==> src/hdl/ssp_pkg.sv <==
package ssp_pkg;

	// Register byte offsets on the APB slave.
	localparam logic [7:0] ADDR_RX_STATUS = 8'h00;
	localparam logic [7:0] ADDR_TX_BUF = 8'h04;
	localparam logic [7:0] ADDR_TX_STATUS = 8'h08;
	localparam logic [7:0] ADDR_BAUD_CTRL = 8'h0C;
	localparam logic [7:0] ADDR_DIV_HIGH = 8'h10;
	localparam logic [7:0] ADDR_DIV_LOW = 8'h14;
	localparam logic [7:0] ADDR_RX_BUF = 8'h18;
	localparam logic [7:0] ADDR_IRQ_CTRL = 8'h1C;

	// Receive status and control field positions.
	localparam int RS_PORT_EN = 7;
	localparam int RS_RX9_EN = 6;
	localparam int RS_SINGLE_EN = 5;
	localparam int RS_CONT_EN = 4;
	localparam int RS_FRAME_ERR = 2;
	localparam int RS_OVERRUN = 1;
	localparam int RS_RX_NINTH = 0;

	// Transmit status and control field positions.
	localparam int TS_CLK_SRC = 7;
	localparam int TS_TX9_EN = 6;
	localparam int TS_TX_EN = 5;
	localparam int TS_SYNC = 4;
	localparam int TS_SHIFT_EMPTY = 1;
	localparam int TS_TX_NINTH = 0;

	// Interrupt control fields: enables low, flags above.
	localparam int IC_TX_IE = 0;
	localparam int IC_RX_IE = 1;
	localparam int IC_TX_FLAG = 4;
	localparam int IC_RX_FLAG = 5;

	localparam logic [7:0] RESET_BYTE = 8'h00;
	localparam logic [7:0] TX_STATUS_RESET = 8'h02;
	localparam logic [3:0] BIT_COUNT_ZERO = 4'h0;
	localparam logic [3:0] BITS_SHORT = 4'h8;
	localparam logic [3:0] BITS_LONG = 4'h9;

	// Synchronised link pins travel together.
	typedef struct packed {
		logic clkPin;
		logic dataPin;
	} ssp_link_t;

	typedef enum {
		TX_IDLE,
		TX_SHIFT
	} ssp_tx_state_t;

endpackage

==> src/hdl/ssp_sync_slave.sv <==
// Overview of operation
// [RQ1] Slave mode is active when sync mode is on and clock source select is clear.
// [RQ2] The outside master drives the shift clock; the device never drives it.
// [RQ3] Shifting depends only on the pin clock, so it keeps working in low-power modes.
// [RQ4] Slave transmit buffers, flags and ninth bit work as in master transmit.
// [RQ5] With two words queued, the first moves to the shifter at once.
// [RQ6] The second word waits in the buffer and the empty flag stays clear.
// [RQ7] After the first word ends, the second loads and the empty flag sets.
// [RQ8] Transmit empty with its enable set raises the wake interrupt; the code raises it only while transmit is active.
// [RQ9] Software sets sync and port enable and clears clock source select.
// [RQ10] Software clears both receive enables before transmitting.
// [RQ11] Software sets transmit interrupt enable and nine-bit enable as wanted.
// [RQ12] Software writes the transmit ninth bit before loading the buffer.
// [RQ13] Transmit enable set plus a buffer write starts transmission.
// [RQ14] Single-receive enable is ignored; only continuous receive enables reception.
// [RQ15] Continuous receive accepts whole words during low-power modes.
// [RQ16] A completed word moves to the receive buffer; enabled interrupt wakes core.
// [RQ17] Receive-complete flag sets on a full word and requests an interrupt.
// [RQ18] Software sets receive nine-bit enable, then continuous receive.
// [RQ19] Received ninth bit and errors sit in the receive status register.
// [RQ20] The low eight received bits are read from the receive buffer.
// [RQ21] Clearing continuous receive clears the overrun error.
// [RQ22] Software sets global and peripheral interrupt enables.
// [RQ23] Transmit-empty flag clears only on a buffer write, not by software.
// [RQ24] Receive data is sampled on the falling edge of the shift clock.
// [RQ25] Shift-register-empty is read-only, set while the shifter is empty.
// [RQ26] The clock pin is input only; each bit steps with its external edges.
module ssp_sync_slave (
	input wire logic clk,
	input wire logic rst,
	input wire logic psel,
	input wire logic penable,
	input wire logic pwrite,
	input wire logic [7:0] paddr,
	input wire logic [31:0] pwdata,
	output logic [31:0] prdata,
	output logic pready,
	output logic pslverr,
	input wire logic shiftClkIn,
	input wire logic dataIn,
	output logic dataOut,
	output logic dataOutEnN,
	output logic wakeIrq
);

	logic [1:0] clkSync_q;
	logic [1:0] dataSync_q;
	ssp_pkg::ssp_link_t link;
	logic clkPrev_q;
	logic riseEdge;
	logic fallEdge;
	logic [7:0] rxCtl_q;
	logic [7:0] txCtl_q;
	logic [7:0] baudCtl_q;
	logic [7:0] divHigh_q;
	logic [7:0] divLow_q;
	logic [1:0] irqEn_q;
	logic [8:0] txBuf_q;
	logic txBufFull_q;
	logic [8:0] txShift_q;
	logic [3:0] txCount_q;
	logic txEmptyFlag_q;
	ssp_pkg::ssp_tx_state_t txState_q;
	logic [8:0] rxShift_q;
	logic [3:0] rxCount_q;
	logic [8:0] rxBuf_q;
	logic rxFlag_q;
	logic overrun_q;
	logic slaveMode;
	logic portOn;
	logic txActive;
	logic rxActive;
	logic apbWrite;
	logic apbRead;
	logic txBufWrite;
	logic rxBufRead;
	logic txLoad;
	logic txWordDone;
	logic rxWordDone;
	logic [3:0] txBits;
	logic [3:0] rxBits;

	// Both pins cross from the master's domain through two flops first.
	// The clock stages reset to the idle-high level of the pin, so that the release
	// of reset is never mistaken for a rising edge of the shift clock.
	always_ff @(posedge clk) begin
		if (rst) begin
			clkSync_q <= 2'h3;
			dataSync_q <= 2'h0;
			clkPrev_q <= 1'b1;
		end else begin
			clkSync_q <= {clkSync_q[0], shiftClkIn};
			dataSync_q <= {dataSync_q[0], dataIn};
			clkPrev_q <= link.clkPin;
		end
	end

	// Edges are found on the second stage only.
	assign link = '{clkPin: clkSync_q[1], dataPin: dataSync_q[1]};
	assign riseEdge = link.clkPin & ~clkPrev_q;
	assign fallEdge = ~link.clkPin & clkPrev_q; // see [RQ26]

	// Mode decode; no shift clock is ever driven out.
	assign portOn = rxCtl_q[ssp_pkg::RS_PORT_EN];
	assign slaveMode = portOn & txCtl_q[ssp_pkg::TS_SYNC] & ~txCtl_q[ssp_pkg::TS_CLK_SRC]; // see [RQ1] see [RQ2]
	assign txActive = slaveMode & txCtl_q[ssp_pkg::TS_TX_EN]; // see [RQ13]
	assign rxActive = slaveMode & rxCtl_q[ssp_pkg::RS_CONT_EN]; // see [RQ14]
	assign txBits = txCtl_q[ssp_pkg::TS_TX9_EN] ? ssp_pkg::BITS_LONG : ssp_pkg::BITS_SHORT;
	assign rxBits = rxCtl_q[ssp_pkg::RS_RX9_EN] ? ssp_pkg::BITS_LONG : ssp_pkg::BITS_SHORT;

	// APB decode: zero wait states, writes and reads take effect in the access phase.
	assign apbWrite = psel & penable & pwrite;
	assign apbRead = psel & penable & ~pwrite;
	assign txBufWrite = apbWrite & (paddr == ssp_pkg::ADDR_TX_BUF);
	assign rxBufRead = apbRead & (paddr == ssp_pkg::ADDR_RX_BUF);

	// Buffer to shifter move happens whenever transmit is active, the shifter is idle and a word waits.
	assign txLoad = txActive & txBufFull_q & (txState_q == ssp_pkg::TX_IDLE); // see [RQ5]
	assign txWordDone = (txState_q == ssp_pkg::TX_SHIFT) & fallEdge & (txCount_q == txBits);
	assign rxWordDone = rxActive & fallEdge & (rxCount_q + 4'h1 == rxBits);

	// Control registers written by software as whole bytes, interrupt control as its two enables only; the read mux replaces the status bits.
	always_ff @(posedge clk) begin
		if (rst) begin
			rxCtl_q <= ssp_pkg::RESET_BYTE;
			txCtl_q <= ssp_pkg::RESET_BYTE;
			baudCtl_q <= ssp_pkg::RESET_BYTE;
			divHigh_q <= ssp_pkg::RESET_BYTE;
			divLow_q <= ssp_pkg::RESET_BYTE;
			irqEn_q <= 2'h0;
		end else if (apbWrite) begin
			case (paddr)
				ssp_pkg::ADDR_RX_STATUS: rxCtl_q <= pwdata[7:0];
				ssp_pkg::ADDR_TX_STATUS: txCtl_q <= pwdata[7:0];
				ssp_pkg::ADDR_BAUD_CTRL: baudCtl_q <= pwdata[7:0];
				ssp_pkg::ADDR_DIV_HIGH: divHigh_q <= pwdata[7:0];
				ssp_pkg::ADDR_DIV_LOW: divLow_q <= pwdata[7:0];
				ssp_pkg::ADDR_IRQ_CTRL: irqEn_q <= pwdata[1:0];
				default: irqEn_q <= irqEn_q;
			endcase
		end
	end

	// Transmit buffer; the ninth bit is captured with the byte, so it must be set first.
	always_ff @(posedge clk) begin
		if (rst) begin
			txBuf_q <= 9'h000;
			txBufFull_q <= 1'b0;
		end else if (txBufWrite) begin
			txBuf_q <= {txCtl_q[ssp_pkg::TS_TX_NINTH], pwdata[7:0]}; // see [RQ12]
			txBufFull_q <= 1'b1;
		end else if (txLoad) begin
			txBufFull_q <= 1'b0; // see [RQ6]
		end
	end

	// Empty flag: set on the move, cleared only by a buffer write; set wins.
	always_ff @(posedge clk) begin
		if (rst) begin
			txEmptyFlag_q <= 1'b1;
		end else if (txLoad) begin
			txEmptyFlag_q <= 1'b1; // see [RQ7] see [RQ4]
		end else if (txBufWrite) begin
			txEmptyFlag_q <= 1'b0; // see [RQ23]
		end
	end

	// Transmit shifter: drive a new bit after each falling edge, LSB first.
	always_ff @(posedge clk) begin
		if (rst) begin
			txState_q <= ssp_pkg::TX_IDLE;
			txShift_q <= 9'h000;
			txCount_q <= ssp_pkg::BIT_COUNT_ZERO;
		end else begin
			case (txState_q)
				ssp_pkg::TX_IDLE: begin
					if (txLoad) begin
						txShift_q <= txBuf_q;
						txCount_q <= ssp_pkg::BIT_COUNT_ZERO;
						txState_q <= ssp_pkg::TX_SHIFT; // see [RQ3]
					end
				end
				ssp_pkg::TX_SHIFT: begin
					if (!txActive) begin
						txState_q <= ssp_pkg::TX_IDLE;
					end else if (riseEdge) begin
						txCount_q <= txCount_q + 4'h1;
					end else if (fallEdge) begin
						txShift_q <= {1'b0, txShift_q[8:1]};
						if (txCount_q == txBits) begin
							txState_q <= ssp_pkg::TX_IDLE;
						end
					end
				end
				default: txState_q <= ssp_pkg::TX_IDLE;
			endcase
		end
	end

	// Pin drive: enable is low while driving; the bus is released when idle.
	always_ff @(posedge clk) begin
		if (rst) begin
			dataOut <= 1'b0;
			dataOutEnN <= 1'b1;
		end else begin
			dataOut <= txShift_q[0];
			dataOutEnN <= ~(txState_q == ssp_pkg::TX_SHIFT);
		end
	end

	// Receive shifter samples the data pin on falling edges only.
	always_ff @(posedge clk) begin
		if (rst || !rxActive) begin
			rxShift_q <= 9'h000;
			rxCount_q <= ssp_pkg::BIT_COUNT_ZERO;
		end else if (fallEdge) begin
			rxShift_q <= {link.dataPin, rxShift_q[8:1]}; // see [RQ24] see [RQ15]
			rxCount_q <= rxWordDone ? ssp_pkg::BIT_COUNT_ZERO : rxCount_q + 4'h1;
		end
	end

	// Word completion: to buffer unless the last word is unread, else overrun.
	always_ff @(posedge clk) begin
		if (rst) begin
			rxBuf_q <= 9'h000;
			rxFlag_q <= 1'b0;
			overrun_q <= 1'b0;
		end else begin
			if (rxWordDone && !rxFlag_q) begin
				rxBuf_q <= rxCtl_q[ssp_pkg::RS_RX9_EN] ? {link.dataPin, rxShift_q[8:1]}
					: {1'b0, link.dataPin, rxShift_q[8:2]}; // see [RQ16]
			end
			if (rxWordDone && !rxFlag_q) begin
				rxFlag_q <= 1'b1; // see [RQ17]
			end else if (rxBufRead) begin
				rxFlag_q <= 1'b0;
			end
			if (!rxActive) begin
				overrun_q <= 1'b0; // see [RQ21]
			end else if (rxWordDone && rxFlag_q) begin
				overrun_q <= 1'b1;
			end
		end
	end

	// Wake line from the two flags and their enables; the transmit side only while transmit is active.
	always_ff @(posedge clk) begin
		if (rst) begin
			wakeIrq <= 1'b0;
		end else begin
			wakeIrq <= (txEmptyFlag_q & irqEn_q[ssp_pkg::IC_TX_IE] & txActive)
				| (rxFlag_q & irqEn_q[ssp_pkg::IC_RX_IE]); // see [RQ8] see [RQ16]
		end
	end

	// Read mux, registered so the answer comes from a flop in the access phase.
	always_ff @(posedge clk) begin
		if (rst) begin
			prdata <= 32'h0000_0000;
			pready <= 1'b0;
			pslverr <= 1'b0;
		end else begin
			pready <= psel & ~penable;
			pslverr <= psel & ~penable & (paddr > ssp_pkg::ADDR_IRQ_CTRL);
			prdata <= 32'h0000_0000;
			case (paddr)
				ssp_pkg::ADDR_RX_STATUS: prdata[7:0] <= {rxCtl_q[7:4], 1'b0, 1'b0,
					overrun_q, rxBuf_q[8]}; // see [RQ19]
				ssp_pkg::ADDR_TX_BUF: prdata[8:0] <= txBuf_q;
				ssp_pkg::ADDR_TX_STATUS: prdata[7:0] <= {txCtl_q[7:2],
					txState_q == ssp_pkg::TX_IDLE, txCtl_q[0]}; // see [RQ25]
				ssp_pkg::ADDR_BAUD_CTRL: prdata[7:0] <= baudCtl_q;
				ssp_pkg::ADDR_DIV_HIGH: prdata[7:0] <= divHigh_q;
				ssp_pkg::ADDR_DIV_LOW: prdata[7:0] <= divLow_q;
				ssp_pkg::ADDR_RX_BUF: prdata[7:0] <= rxBuf_q[7:0]; // see [RQ20]
				ssp_pkg::ADDR_IRQ_CTRL: prdata[7:0] <= {2'h0, rxFlag_q, txEmptyFlag_q,
					2'h0, irqEn_q};
				default: prdata <= 32'h0000_0000;
			endcase
		end
	end
endmodule // ssp_sync_slave

==> config.mk <==
export PLATFORM = sky130hd
export DESIGN_NAME = ssp_sync_slave
export DESIGN_NICKNAME = d
export VERILOG_FILES = /design/src/hdl/ssp_pkg.sv /design/src/hdl/ssp_sync_slave.sv
export SDC_FILE = /design/constraint.sdc
export NUM_CORES = 1
export LEC_CHECK = 0
export BUFFER_PORTS_ARGS = -buffer_cell sky130_fd_sc_hd__buf_2
export CAP_MARGIN = 20
export CORE_MARGIN = 1
export CORE_UTILIZATION = 54
export CTS_BUF_LIST = sky130_fd_sc_hd__clkbuf_4 sky130_fd_sc_hd__clkbuf_8
export CTS_CLUSTER_DIAMETER = 120
export DETAILED_ROUTE_END_ITERATION = 8
export PLACE_DENSITY = 0.77
export RECOVER_POWER = 100
export SLEW_MARGIN = 20
export SYNTH_ARGS = -nofsm -noshare
export SYNTH_HDL_FRONTEND = slang
export SYNTH_SLANG_ARGS = --single-unit
==> constraint.sdc <==
create_clock -name clk -period 2.55 [get_ports clk]
set_input_delay 0.1275 -clock clk [delete_from_list [all_inputs] [get_ports clk]]
set_output_delay 0.1275 -clock clk [all_outputs]
set_load 0.005 [all_outputs]
==> out/qor.txt, run 1 <==
POWER
--------------------------------------------------------------------------------------
Switching part of the total .............................................        0.228
Share of total power in combinational logic .............................        0.048
Cell area power density .................................................  541 nW/um^2
Static Leakage ..........................................................      1.86 nW
Clock share of power ....................................................        0.369
Seq pwr share ...........................................................        0.583
Internal Pwr Total ......................................................      2.16 mW
Switching power summed over all nets ....................................     0.637 mW
Max rail drop VDD .......................................................     0.390 mV

STA
--------------------------------------------------------------------------------------
Measured slew at the worst slew-check pin ...............................      1550 ps
Total negative slack for setup checks ...................................         0 ps
Number of max-slew violations in the final report .......................           37
Fmax ....................................................................      491 MHz
Max_slew headroom .......................................................      -0.0327
Fin. Hold Viols .........................................................            0
Tmin final ..............................................................      2040 ps
RSZ-0062 raised after global routing ....................................           no
Endpoints failing setup .................................................            0
Clock skew after layout .................................................      8.76 ps
Period Utilization, post-route ..........................................        0.799

MIN PATH
--------------------------------------------------------------------------------------
Endpoint of the worst hold path .........................................       pready
Hold Path Depth .........................................................            2
Worst min-delay path category ........................................... input port to register
Min-delay src ...........................................................         psel

CLOCK NETWORK
--------------------------------------------------------------------------------------
Clk Tree Root Cell ......................................................     clkbuf_8
Setup Buffers After CTS .................................................            0
Buffer depth of the longest clock path ..................................            2
Clock Sinks .............................................................          104
Number of levels in the clock H-tree ....................................            3
Clock tree from TritonCTS ...............................................          yes
Latest clock arrival within the worst-skew pair .........................       370 ps
Clock slew at the register clock pins of the worst setup and hold paths .       100 ps
Number of buffers inserted during clock tree synthesis ..................            9

ROUTE
--------------------------------------------------------------------------------------
Vias ....................................................................         3682
DR DRC count ............................................................            0
Wirelength per Cell .....................................................      16.1 um
Detail-routed via count per cell ........................................         5.75
DRT iter0 DRCs ..........................................................          187
First-pass detailed-route iteration total ...............................            4
Detailed-route wire length ..............................................      10.3 mm
Final ANT Viol Nets .....................................................            0

SYNTH
--------------------------------------------------------------------------------------
Count of different cell masters after synthesis .........................           52
Synth warnings ..........................................................            0
Post-synthesis instance area ............................................    4740 um^2
Instance count of the mapped netlist ....................................          493
Fraction of post-synthesis cell area in the top cell type by area .......        0.440
Synth Register Bits .....................................................          104
Most frequently used flop master after synthesis ........................      dfxtp_1
Mapped Avg Cell Area ....................................................    9.61 um^2
Most used standard cells in the synthesized netlist ..................... 104 x dfxtp_1, 70 x mux2i_1, 68 x nor2_1, 31 x nand2_1, 26 x a21oi_1
Proportion of synthesized chip area in sequential cells .................        0.440
Leading post-synthesis cells by cell area ............................... dfxtp_1 44%, mux2i_1 15%, nor2_1 5.4%, buf_4 3.6%, a21oi_1 2.7%
Post-synthesis async set-or-reset flop share ............................            0
Cell with the most instances after synthesis ............................      dfxtp_1
Number of enable-type register cells in the synthesized netlist .........            0
Yosys top cell by area ..................................................      dfxtp_1

LAYOUT
--------------------------------------------------------------------------------------
Post-layout instance count excluding filler cells .......................          640
Antenna cell count ......................................................            0
Layout cell share with drive strength beyond 1 ..........................        0.129
Layout Utilization ......................................................        0.619
Synth-to-Final Area Change ..............................................        9.09%
Total number of nets in the final design ................................          579

GLOBAL ROUTE
--------------------------------------------------------------------------------------
Wire length of the first global-routing pass ............................      16.1 mm
Maximum number of pins on one net before global-route repair ............           37
Vias in the first global route ..........................................         3316
GR Overflow Total .......................................................            0
Number of antenna violations at the first check in global routing .......            0
Total GRT Usage .........................................................        0.233

STATUS
--------------------------------------------------------------------------------------
Violations in the final reports ......................................... max-capacitance violations, max-slew violations
Result of the run ....................................................... finished with violations

SETUP PATH
--------------------------------------------------------------------------------------
Worst Setup Path Type ................................................... input port to register
Endpoint type of the worst setup path ...................................     register
R2R setup slack .........................................................       530 ps
Crit Reg-Reg Endpoint ...................................................   rxBuf_q[0]
Worst-path maximum fanout ...............................................            6
Worst endpoint data arrival time ........................................      2240 ps
Data required time of the critical path .................................      2750 ps
Count of cells along the worst register-to-register path ................            5
Reg-to-reg startpoint ................................................... clkSync_q[1]
Crit path launch type ...................................................   input port

FLOORPLANNING
--------------------------------------------------------------------------------------
Die area ................................................................    9150 um^2
Die extent in y .........................................................      95.7 um
Initial Util ............................................................        0.568
Standard cell core area .................................................    8340 um^2
I/O pin total ...........................................................           84
Horizontal die dimension ................................................      95.7 um
Number of standard-cell rows in the floorplan ...........................           33

PLACE
--------------------------------------------------------------------------------------
Buffers added on ports ..................................................           36
Weighted congestion at the end of routability-driven global placement ...        0.817
Placed Cells incl. Taps .................................................          621
Post-detailed-placement half-perimeter wirelength .......................      7.38 mm

JOB
--------------------------------------------------------------------------------------
Number of max-cap violations ............................................            1

## final cells by class
| cell class | instances | area [um^2] |
|---|---|---|
| Clock inverter | 5 | 56.3 |
| Inverter | 3 | 11.3 |
| Sequential cell | 104 | 2080 |
| Multi-Input combinational cell | 355 | 2430 |
| Fill cell | 709 | 3170 |
| Tap cell | 105 | 131 |
| Timing Repair Buffer | 57 | 305 |
| Clock buffer | 11 | 145 |
## layout by cell type, fill, tap and decap left out, types with 6 or more instances in the layout
master | Yosys | layout
a211oi_1 | 10 | 10
a21oi_1 | 26 | 26
a311oi_1 | 8 | 8
a41oi_1 | 8 | 8
buf_2 | 4 | 22
buf_4 | 23 | 12
clkbuf_1 | 24 | 20
clkbuf_8 | 0 | 10
conb_1 | 1 | 23
dfxtp_1 | 104 | 104
mux2i_1 | 70 | 70
nand2_1 | 31 | 31
nand2b_1 | 6 | 6
nand3_1 | 7 | 7
nand3b_1 | 10 | 10
nor2_1 | 68 | 68
nor2b_1 | 8 | 8
## per-layer routing
layer / routed length (um) / up-vias / GRT usage
met4: 140 / 0 / 0.0734
met5: 0 / - / 0
li1: - / 1803 / -
met2: 5050 / 86 / 0.401
met3: 378 / 11 / 0.0478
met1: 4750 / 1782 / 0.292
## registers in the layout, indices dropped and copies added, names as in the netlist, 2 cells and up
| register | flops |
|---|---|
| divHigh_q | 8 |
| rxCtl_q | 4 |
| txBuf_q | 9 |
| rxCount_q | 4 |
| divLow_q | 8 |
| prdata | 9 |
| txCtl_q | 7 |
| baudCtl_q | 8 |
| clkSync_q | 2 |
| rxShift_q | 8 |
| irqEn_q | 2 |
| txCount_q | 4 |
| rxBuf_q | 9 |
| txShift_q | 9 |
| dataSync_q | 2 |
## power by group through the flow
stage / logic (mW) / registers (mW) / clock network [mW]
after global routing: 0.147 / 1.63 / 1.12
after detailed placement: 0.132 / 1.67 / 0
after global placement: 0.129 / 1.67 / 0
after CTS: 0.136 / 1.63 / 1.06
final: 0.135 / 1.63 / 1.03
after floorplan: 0.104 / 1.67 / 0
## per-stage QoR
step	hold WS [ps]	setup slack, ps	area (um^2)	total power, mW
finish	68.1	513	5170	2.80
global route	55.7	331	5170	2.90
CTS	49.1	578	5210	2.83
detailed placement	315	492	4970	1.80
global placement	311	523	4970	1.80
floorplan	212	789	4820	1.77
## kinds of logic after synthesis
| family | Yosys count | synth area share |
|---|---|---|
| AO/OA/AOI/OAI | 78 | 0.114 |
| buffers and inverters | 56 | 0.0637 |
| AND/OR/NAND/NOR | 167 | 0.184 |
| adder cells (fa/ha/maj) | 2 | 0.00528 |
| XOR/XNOR | 5 | 0.00925 |
| other | 1 | 0.000792 |
| multiplexers | 80 | 0.184 |
| flip-flops | 104 | 0.440 |
## worst max-delay path, stage by stage
cell and delay (ps):
dlygate4sd3_1 530, clkbuf_1 170, and3_1 260, and4_1 410, clkbuf_1 450, mux2i_1 250, nor2_1 50
## worst max path at each step
stage | start | end | slack (ps) | cells after the start
global route | txCtl_q[4] | txShift_q[7] | 330 | 5
CTS | rxCount_q[0] | rxBuf_q[8] | 580 | 5
global placement | paddr[2] | baudCtl_q[5] | 520 | 6
floorplan | rxCount_q[0] | rxBuf_q[8] | 790 | 5
finish | penable | txBuf_q[4] | 510 | 7
detailed placement | paddr[2] | baudCtl_q[0] | 490 | 6
## repair_timing
action / 4_1_cts / 5_1_grt
endpoints found under the hold margin: 3 / 0
gates resized for setup: 0 / 0
endpoints found under the setup margin: 0 / 0
hold buffers: 3 / 0
Note: power is estimated with default switching activity, not from simulation.
==> run 2, diff against run 1 <==
--- a/config.mk
+++ b/config.mk
@@ -8,11 +8,11 @@
 export BUFFER_PORTS_ARGS = -buffer_cell sky130_fd_sc_hd__buf_2
 export CAP_MARGIN = 20
 export CORE_MARGIN = 1
-export CORE_UTILIZATION = 54
+export CORE_UTILIZATION = 52
 export CTS_BUF_LIST = sky130_fd_sc_hd__clkbuf_4 sky130_fd_sc_hd__clkbuf_8
 export CTS_CLUSTER_DIAMETER = 120
 export DETAILED_ROUTE_END_ITERATION = 8
-export PLACE_DENSITY = 0.77
+export PLACE_DENSITY = 0.78
 export RECOVER_POWER = 100
 export SLEW_MARGIN = 20
 export SYNTH_ARGS = -nofsm -noshare
==> constraint.sdc (replaced) <==
create_clock -name clk -period 1.8 [get_ports clk]
set_input_delay 0.09 -clock clk [delete_from_list [all_inputs] [get_ports clk]]
set_output_delay 0.09 -clock clk [all_outputs]
set_load 0.005 [all_outputs]
==> out/qor.txt, run 2 (synthesis results as in run 1) <==
STATUS
--------------------------------------------------------------------------------------
Result of the run ....................................................... finished, final reports clean

SETUP PATH
--------------------------------------------------------------------------------------
Endpoint type of the worst setup path ...................................     register
Levels on crit path .....................................................            6   -1
Worst Setup Path Type ................................................... register to register
Critical Path Source .................................................... rxCount_q[1]
Critical path, cell by cell ............................................. ha_2 > or3b_2 > nor4_2 > buf_4 > nand3_1 > mux2i_1
Worst-path maximum fanout ...............................................            3   -3
Worst endpoint data arrival time ........................................      1970 ps   -270 ps
CP Buf/Inv Count ........................................................            1   -2
Crit Reg-Reg Endpoint ...................................................   rxBuf_q[8]
R2R setup slack .........................................................        90 ps   -440 ps
Critical Path End .......................................................   rxBuf_q[8]
Data required time of the critical path .................................      2060 ps   -690 ps
Crit path launch type ...................................................     register
Count of cells along the worst register-to-register path ................            6   +1
Reg-to-reg startpoint ................................................... rxCount_q[1]
Max incr delay on CP ....................................................       450 ps   -80 ps
Cell family contributing the most delay on the critical path ............ simple AND/OR/NAND/NOR gates
Crit-path slowest cell ..................................................       or3b_2

POWER
--------------------------------------------------------------------------------------
Cell area power density .................................................  788 nW/um^2   +46%
Static Leakage ..........................................................      1.97 nW   +5.7%
Switching power summed over all nets ....................................     0.909 mW   +43%
Clock share of power ....................................................        0.402   +0.033
Share of total power in combinational logic .............................        0.047   about the same
PnR Total Power .........................................................      4.20 mW   +50%
Max rail drop VDD .......................................................     0.408 mV   +4.5%
Internal Pwr Total ......................................................      3.29 mW   +52%
Seq pwr share ...........................................................        0.550   -0.033
Switching part of the total .............................................        0.217   -0.0111

STA
--------------------------------------------------------------------------------------
RSZ-0062 raised after global routing ....................................           no
Tmin final ..............................................................      1710 ps
Max_slew headroom .......................................................        0.391   +0.424
Clock skew after layout .................................................      10.5 ps   +1.79 ps
Total negative slack for setup checks ...................................         0 ps   unchanged
Endpoints failing setup .................................................            0   unchanged
Fmax ....................................................................      585 MHz
Final hold slack ........................................................      32.5 ps   -35.6 ps
Number of max-slew violations in the final report .......................            0   -100%
Period Utilization, post-route ..........................................        0.949
Final setup slack of the worst path .....................................      91.5 ps   -421 ps
Measured slew at the worst slew-check pin ...............................       913 ps   -636 ps
Fin. Hold Viols .........................................................            0   unchanged

ROUTE
--------------------------------------------------------------------------------------
Vias ....................................................................         3738   +1.5%
Detail-routed via count per cell ........................................         5.72   -0.65%
First-pass detailed-route iteration total ...............................            4   unchanged
Final ANT Viol Nets .....................................................            0   unchanged
DRT iter0 DRCs ..........................................................          157   -16%
Detailed-route wire length ..............................................      10.3 mm   -0.23%
DR DRC count ............................................................            0   unchanged
Wirelength per Cell .....................................................      15.7 um   -2.4%

CLOCK NETWORK
--------------------------------------------------------------------------------------
Buffer depth of the longest clock path ..................................            2   unchanged
Number of buffers inserted during clock tree synthesis ..................            9   unchanged
Clk Tree Root Cell ......................................................     clkbuf_8
Clock tree from TritonCTS ...............................................          yes
Clock Sinks .............................................................          104   unchanged
Latest clock arrival within the worst-skew pair .........................       370 ps   about the same
Number of levels in the clock H-tree ....................................            3   unchanged
Setup Buffers After CTS .................................................            0   unchanged
Clock slew at the register clock pins of the worst setup and hold paths .       100 ps   about the same

GLOBAL ROUTE
--------------------------------------------------------------------------------------
GR Overflow Total .......................................................            0   unchanged
Number of antenna violations at the first check in global routing .......            0   unchanged
Total GRT Usage .........................................................        0.221   -0.0121
Wire length of the first global-routing pass ............................      16.9 mm   +4.4%
Maximum number of pins on one net before global-route repair ............           48   +30%
Vias in the first global route ..........................................         3419   +3.1%

FLOORPLANNING
--------------------------------------------------------------------------------------
Die area ................................................................    9490 um^2   +3.8%
Die extent in y .........................................................      97.4 um   +1.9%
Initial Util ............................................................        0.540   -0.0274
Horizontal die dimension ................................................      97.4 um   +1.9%
I/O pin total ...........................................................           84   unchanged
Standard cell core area .................................................    8760 um^2   +5.1%
Number of standard-cell rows in the floorplan ...........................           34   +3.0%

LAYOUT
--------------------------------------------------------------------------------------
Layout Utilization ......................................................        0.608   -0.0116
Total number of nets in the final design ................................          591   +2.1%
Most frequent cells in the layout ....................................... 102 x dfxtp_1, 70 x mux2i_1, 68 x nor2_1
Synth-to-Final Area Change ..............................................        12.5%
# fillers ...............................................................          743   +4.8%
Layout cell share with drive strength beyond 1 ..........................        0.165   +0.0359
Most common cell after layout, fill and taps aside ......................      dfxtp_1
Antenna cell count ......................................................            0   unchanged

PLACE
--------------------------------------------------------------------------------------
Buffers added on ports ..................................................           36   unchanged
Weighted congestion at the end of routability-driven global placement ...        0.889   +8.8%
Worst slack after detailed placement ....................................      56.9 ps   -435 ps
Post-detailed-placement half-perimeter wirelength .......................      7.39 mm   +0.19%

MIN PATH
--------------------------------------------------------------------------------------
Worst min-delay path category ........................................... input port to register
Min-delay src ...........................................................    pwdata[6]

JOB
--------------------------------------------------------------------------------------
Number of max-cap violations ............................................            0   -1

[run 2: through the flow]
| step | cells | cell area, um^2 |
|---|---|---|
| floorplan | 515 | 4820 |
| global placement | 636 | 5110 |
| detailed placement | 636 | 5110 |
| CTS | 654 | 5370 |
| global route | 654 | 5330 |
| finish | 654 | 5330 |
[run 2: tightest hold or removal path: cells and delay by family]
family	cells	cell delay [ps]
buf+inv	1	140
mux	1	80
simple gates	1	70
[run 2: cell type report]
cell class	instances	area, um^2	area share
tap	108	135	0.0254
clock inverter	6	109	0.0204
timing repair buffer	69	412	0.0773
clock buffer	9	124	0.0233
multi-input combinational	355	2450	0.460
inverter	3	11.3	0.00211
sequential	104	2080	0.391
[run 2: how the worst min path moves through the flow]
| stage | slack [ps] | end | depth (start not counted) |
|---|---|---|---|
| floorplan | 170 | pready | 1 |
| global route | 30 | pready | 2 |
| detailed placement | 280 | clkSync_q[0] | 2 |
| CTS | 20 | pready | 2 |
| finish | 30 | divLow_q[6] | 3 |
| global placement | 270 | clkSync_q[0] | 2 |
[run 2: power groups by stage]
stage	clock network, mW	logic, mW	registers [mW]
after floorplan	0	0.147	2.36
after global routing	1.80	0.217	2.31
after global placement	0	0.192	2.36
after detailed placement	0	0.196	2.36
final	1.69	0.199	2.31
after CTS	1.72	0.201	2.31
[run 2: repair_timing]
action | CTS | global route
hold buffers | 3 | 0
gates resized for setup | 0 | 5
setup endpoints to repair | 0 | 5
hold endpoints to repair | 3 | 0
[run 2: metal layers]
metal	GRT usage	wire length, um
met1	0.290	4690
met2	0.365	4910
met3	0.0532	524
met4	0.0566	173
met5	0	0
==> run 3, diff against run 2 <==
--- a/config.mk
+++ b/config.mk
@@ -8,11 +8,11 @@
 export BUFFER_PORTS_ARGS = -buffer_cell sky130_fd_sc_hd__buf_2
 export CAP_MARGIN = 20
 export CORE_MARGIN = 1
-export CORE_UTILIZATION = 52
+export CORE_UTILIZATION = 54
 export CTS_BUF_LIST = sky130_fd_sc_hd__clkbuf_4 sky130_fd_sc_hd__clkbuf_8
 export CTS_CLUSTER_DIAMETER = 120
 export DETAILED_ROUTE_END_ITERATION = 8
-export PLACE_DENSITY = 0.78
+export PLACE_DENSITY = 0.77
 export RECOVER_POWER = 100
 export SLEW_MARGIN = 20
 export SYNTH_ARGS = -nofsm -noshare
==> constraint.sdc (replaced) <==
create_clock -name clk -period 1.7 [get_ports clk]
set_input_delay 0.085 -clock clk [delete_from_list [all_inputs] [get_ports clk]]
set_output_delay 0.085 -clock clk [all_outputs]
set_load 0.005 [all_outputs]
==> out/qor.txt, run 3 (synthesis results as in run 1) <==
PLACE
--------------------------------------------------------------------------------------
Post-detailed-placement half-perimeter wirelength .......................      7.64 mm   +3.3%
Buffers added on ports ..................................................           36   unchanged
Weighted congestion at the end of routability-driven global placement ...        0.827   -6.9%
Worst slack after detailed placement ....................................     -96.3 ps   -153 ps

SETUP PATH
--------------------------------------------------------------------------------------
Crit path launch type ...................................................     register
Worst Setup Path Type ................................................... register to register
Crit Reg-Reg Endpoint ...................................................   rxBuf_q[0]
Crit-path slowest cell ..................................................      dfxtp_4
Data required time of the critical path .................................      1990 ps   -70 ps
R2R setup slack .........................................................        80 ps   about the same
Count of cells along the worst register-to-register path ................            6   unchanged
Max incr delay on CP ....................................................       370 ps   -80 ps
Worst-path maximum fanout ...............................................            8   +5
Reg-to-reg startpoint ................................................... rxCount_q[1]
CP Buf/Inv Count ........................................................            1   unchanged
Critical path, cell by cell ............................................. ha_4 > xor2_4 > nor3_4 > buf_4 > a41oi_1 > a311oi_1
Worst endpoint data arrival time ........................................      1910 ps   -60 ps
Endpoint type of the worst setup path ...................................     register
Cell family contributing the most delay on the critical path ............ compound AO/OA/AOI/OAI gates

GLOBAL ROUTE
--------------------------------------------------------------------------------------
GR Overflow Total .......................................................            0   unchanged
Maximum number of pins on one net before global-route repair ............           29   -40%
Total GRT Usage .........................................................        0.242   +0.0204
Vias in the first global route ..........................................         3452   +0.97%
Wire length of the first global-routing pass ............................      16.8 mm   -0.24%
Number of antenna violations at the first check in global routing .......            0   unchanged

LAYOUT
--------------------------------------------------------------------------------------
Most frequent cells in the layout ....................................... 99 x dfxtp_1, 70 x mux2i_1, 67 x nor2_1
Area taken by flip-flops and latches ....................................    2090 um^2   +0.30%
Area of the multi-input gates ...........................................    2500 um^2   +2.1%
Antenna cell count ......................................................            0   unchanged
Synth-to-Final Area Change ..............................................        13.2%
Layout Utilization ......................................................        0.643   +0.0347
Layout cell share with drive strength beyond 1 ..........................        0.178   +0.0135
Total number of nets in the final design ................................          599   +1.4%
Most common cell after layout, fill and taps aside ......................      dfxtp_1
# fillers ...............................................................          686   -7.7%

ROUTE
--------------------------------------------------------------------------------------
First-pass detailed-route iteration total ...............................            4   unchanged
Vias ....................................................................         3733   -0.13%
Final ANT Viol Nets .....................................................            0   unchanged
DR DRC count ............................................................            0   unchanged
DRT iter0 DRCs ..........................................................          173   +10%
Detailed-route wire length ..............................................      10.6 mm   +2.6%
Wirelength per Cell .....................................................      16.0 um   +1.6%
Detail-routed via count per cell ........................................         5.66   -1.0%

STA
--------------------------------------------------------------------------------------
Fin. Hold Viols .........................................................            0   unchanged
Clock skew after layout .................................................      11.3 ps   +0.735 ps
Total negative slack for setup checks ...................................         0 ps   unchanged
Max_slew headroom .......................................................        0.215   -0.176
RSZ-0062 raised after global routing ....................................           no
Final setup slack of the worst path .....................................      80.0 ps   -11.5 ps
Number of max-slew violations in the final report .......................            0   unchanged
Fmax ....................................................................      617 MHz   +5.5%
Endpoints failing setup .................................................            0   unchanged
Final hold slack ........................................................      27.2 ps   -5.25 ps
Tmin final ..............................................................      1620 ps   -88.5 ps
Period Utilization, post-route ..........................................        0.953   +0.00376
Measured slew at the worst slew-check pin ...............................      1180 ps   +264 ps

MIN PATH
--------------------------------------------------------------------------------------
Worst min-delay path category ........................................... input port to register
Min-delay src ...........................................................         psel
Endpoint of the worst hold path .........................................       pready
Hold Path Depth .........................................................            2   -1

POWER
--------------------------------------------------------------------------------------
Max rail drop VDD .......................................................     0.604 mV   +48%
Static Leakage ..........................................................      1.94 nW   -1.4%
Cell area power density .................................................  753 nW/um^2   -4.5%

FLOORPLANNING
--------------------------------------------------------------------------------------
Horizontal die dimension ................................................      95.7 um   -1.8%
I/O pin total ...........................................................           84   unchanged
Standard cell core area .................................................    8340 um^2   -4.8%
Number of standard-cell rows in the floorplan ...........................           33   -2.9%
Initial Util ............................................................        0.568   +0.0274
Die extent in y .........................................................      95.7 um   -1.8%
Die area ................................................................    9150 um^2   -3.6%

CLOCK NETWORK
--------------------------------------------------------------------------------------
Clk Tree Root Cell ......................................................     clkbuf_8
Latest clock arrival within the worst-skew pair .........................       370 ps   about the same
Clock Sinks .............................................................          104   unchanged
Number of buffers inserted during clock tree synthesis ..................            9   unchanged
Buffer depth of the longest clock path ..................................            2   unchanged
Clock slew at the register clock pins of the worst setup and hold paths .       100 ps   about the same
Setup Buffers After CTS .................................................            0   unchanged
Number of levels in the clock H-tree ....................................            3   unchanged
Clock tree from TritonCTS ...............................................          yes

STATUS
--------------------------------------------------------------------------------------
Result of the run ....................................................... finished, final reports clean

JOB
--------------------------------------------------------------------------------------
Number of max-cap violations ............................................            0   unchanged

-- run 3: worst reg2reg max path, stage by stage, from the launching register on --
cell and delay [ps]:
dfxtp_4 370, ha_4 180, xor2_4 170, nor3_4 240
buf_4 200, a41oi_1 120, a311oi_1 260
-- run 3: through the flow --
step / area (um^2) / power [mW] / cells
after floorplan: 4820 / 2.66 / 515
after global placement: 5140 / 2.71 / 641
after detailed placement: 5140 / 2.72 / 641
after CTS: 5380 / 4.08 / 660
after global routing: 5360 / 4.18 / 660
final: 5360 / 4.04 / 660
-- run 3: metal layers --
layer  vias up  wire length [um]  GRT usage
li1       1841                 -          -
met1      1787              4840      0.309
met2        86              5110      0.407
met3        19               454     0.0558
met4         0               159     0.0659
met5         -                 0          0
-- run 3: final cells by class --
class | count | share of cell area
tap | 105 | 0.0245
multi-input combinational | 355 | 0.467
clock buffer | 9 | 0.0231
sequential | 104 | 0.390
clock inverter | 7 | 0.00841
timing repair buffer | 77 | 0.0848
inverter | 3 | 0.00210
-- run 3: how the worst max path moves through the flow --
stage	start	to	cells past startpoint
final	rxCount_q[1]	rxBuf_q[0]	6
after global routing	rxCount_q[0]	rxBuf_q[8]	5
after CTS	rxCount_q[0]	rxBuf_q[8]	5
after detailed placement	rxCount_q[0]	rxBuf_q[8]	5
after global placement	rxCount_q[0]	rxBuf_q[8]	5
after floorplan	rxCount_q[0]	rxCount_q[3]	6
-- run 3: power by group --
| group | switching [mW] | internal (mW) |
|---|---|---|
| logic | 0.142 | 0.0784 |
| registers | 0.00444 | 2.44 |
| clock network | 0.838 | 0.533 |
-- run 3: timing repair --
action | in CTS | in global routing
gates resized for setup | 7 | 14
endpoints found under the setup margin | 11 | 12
hold buffers | 3 | 0
endpoints found under the hold margin | 3 | 0
pin swaps | 1 | 9
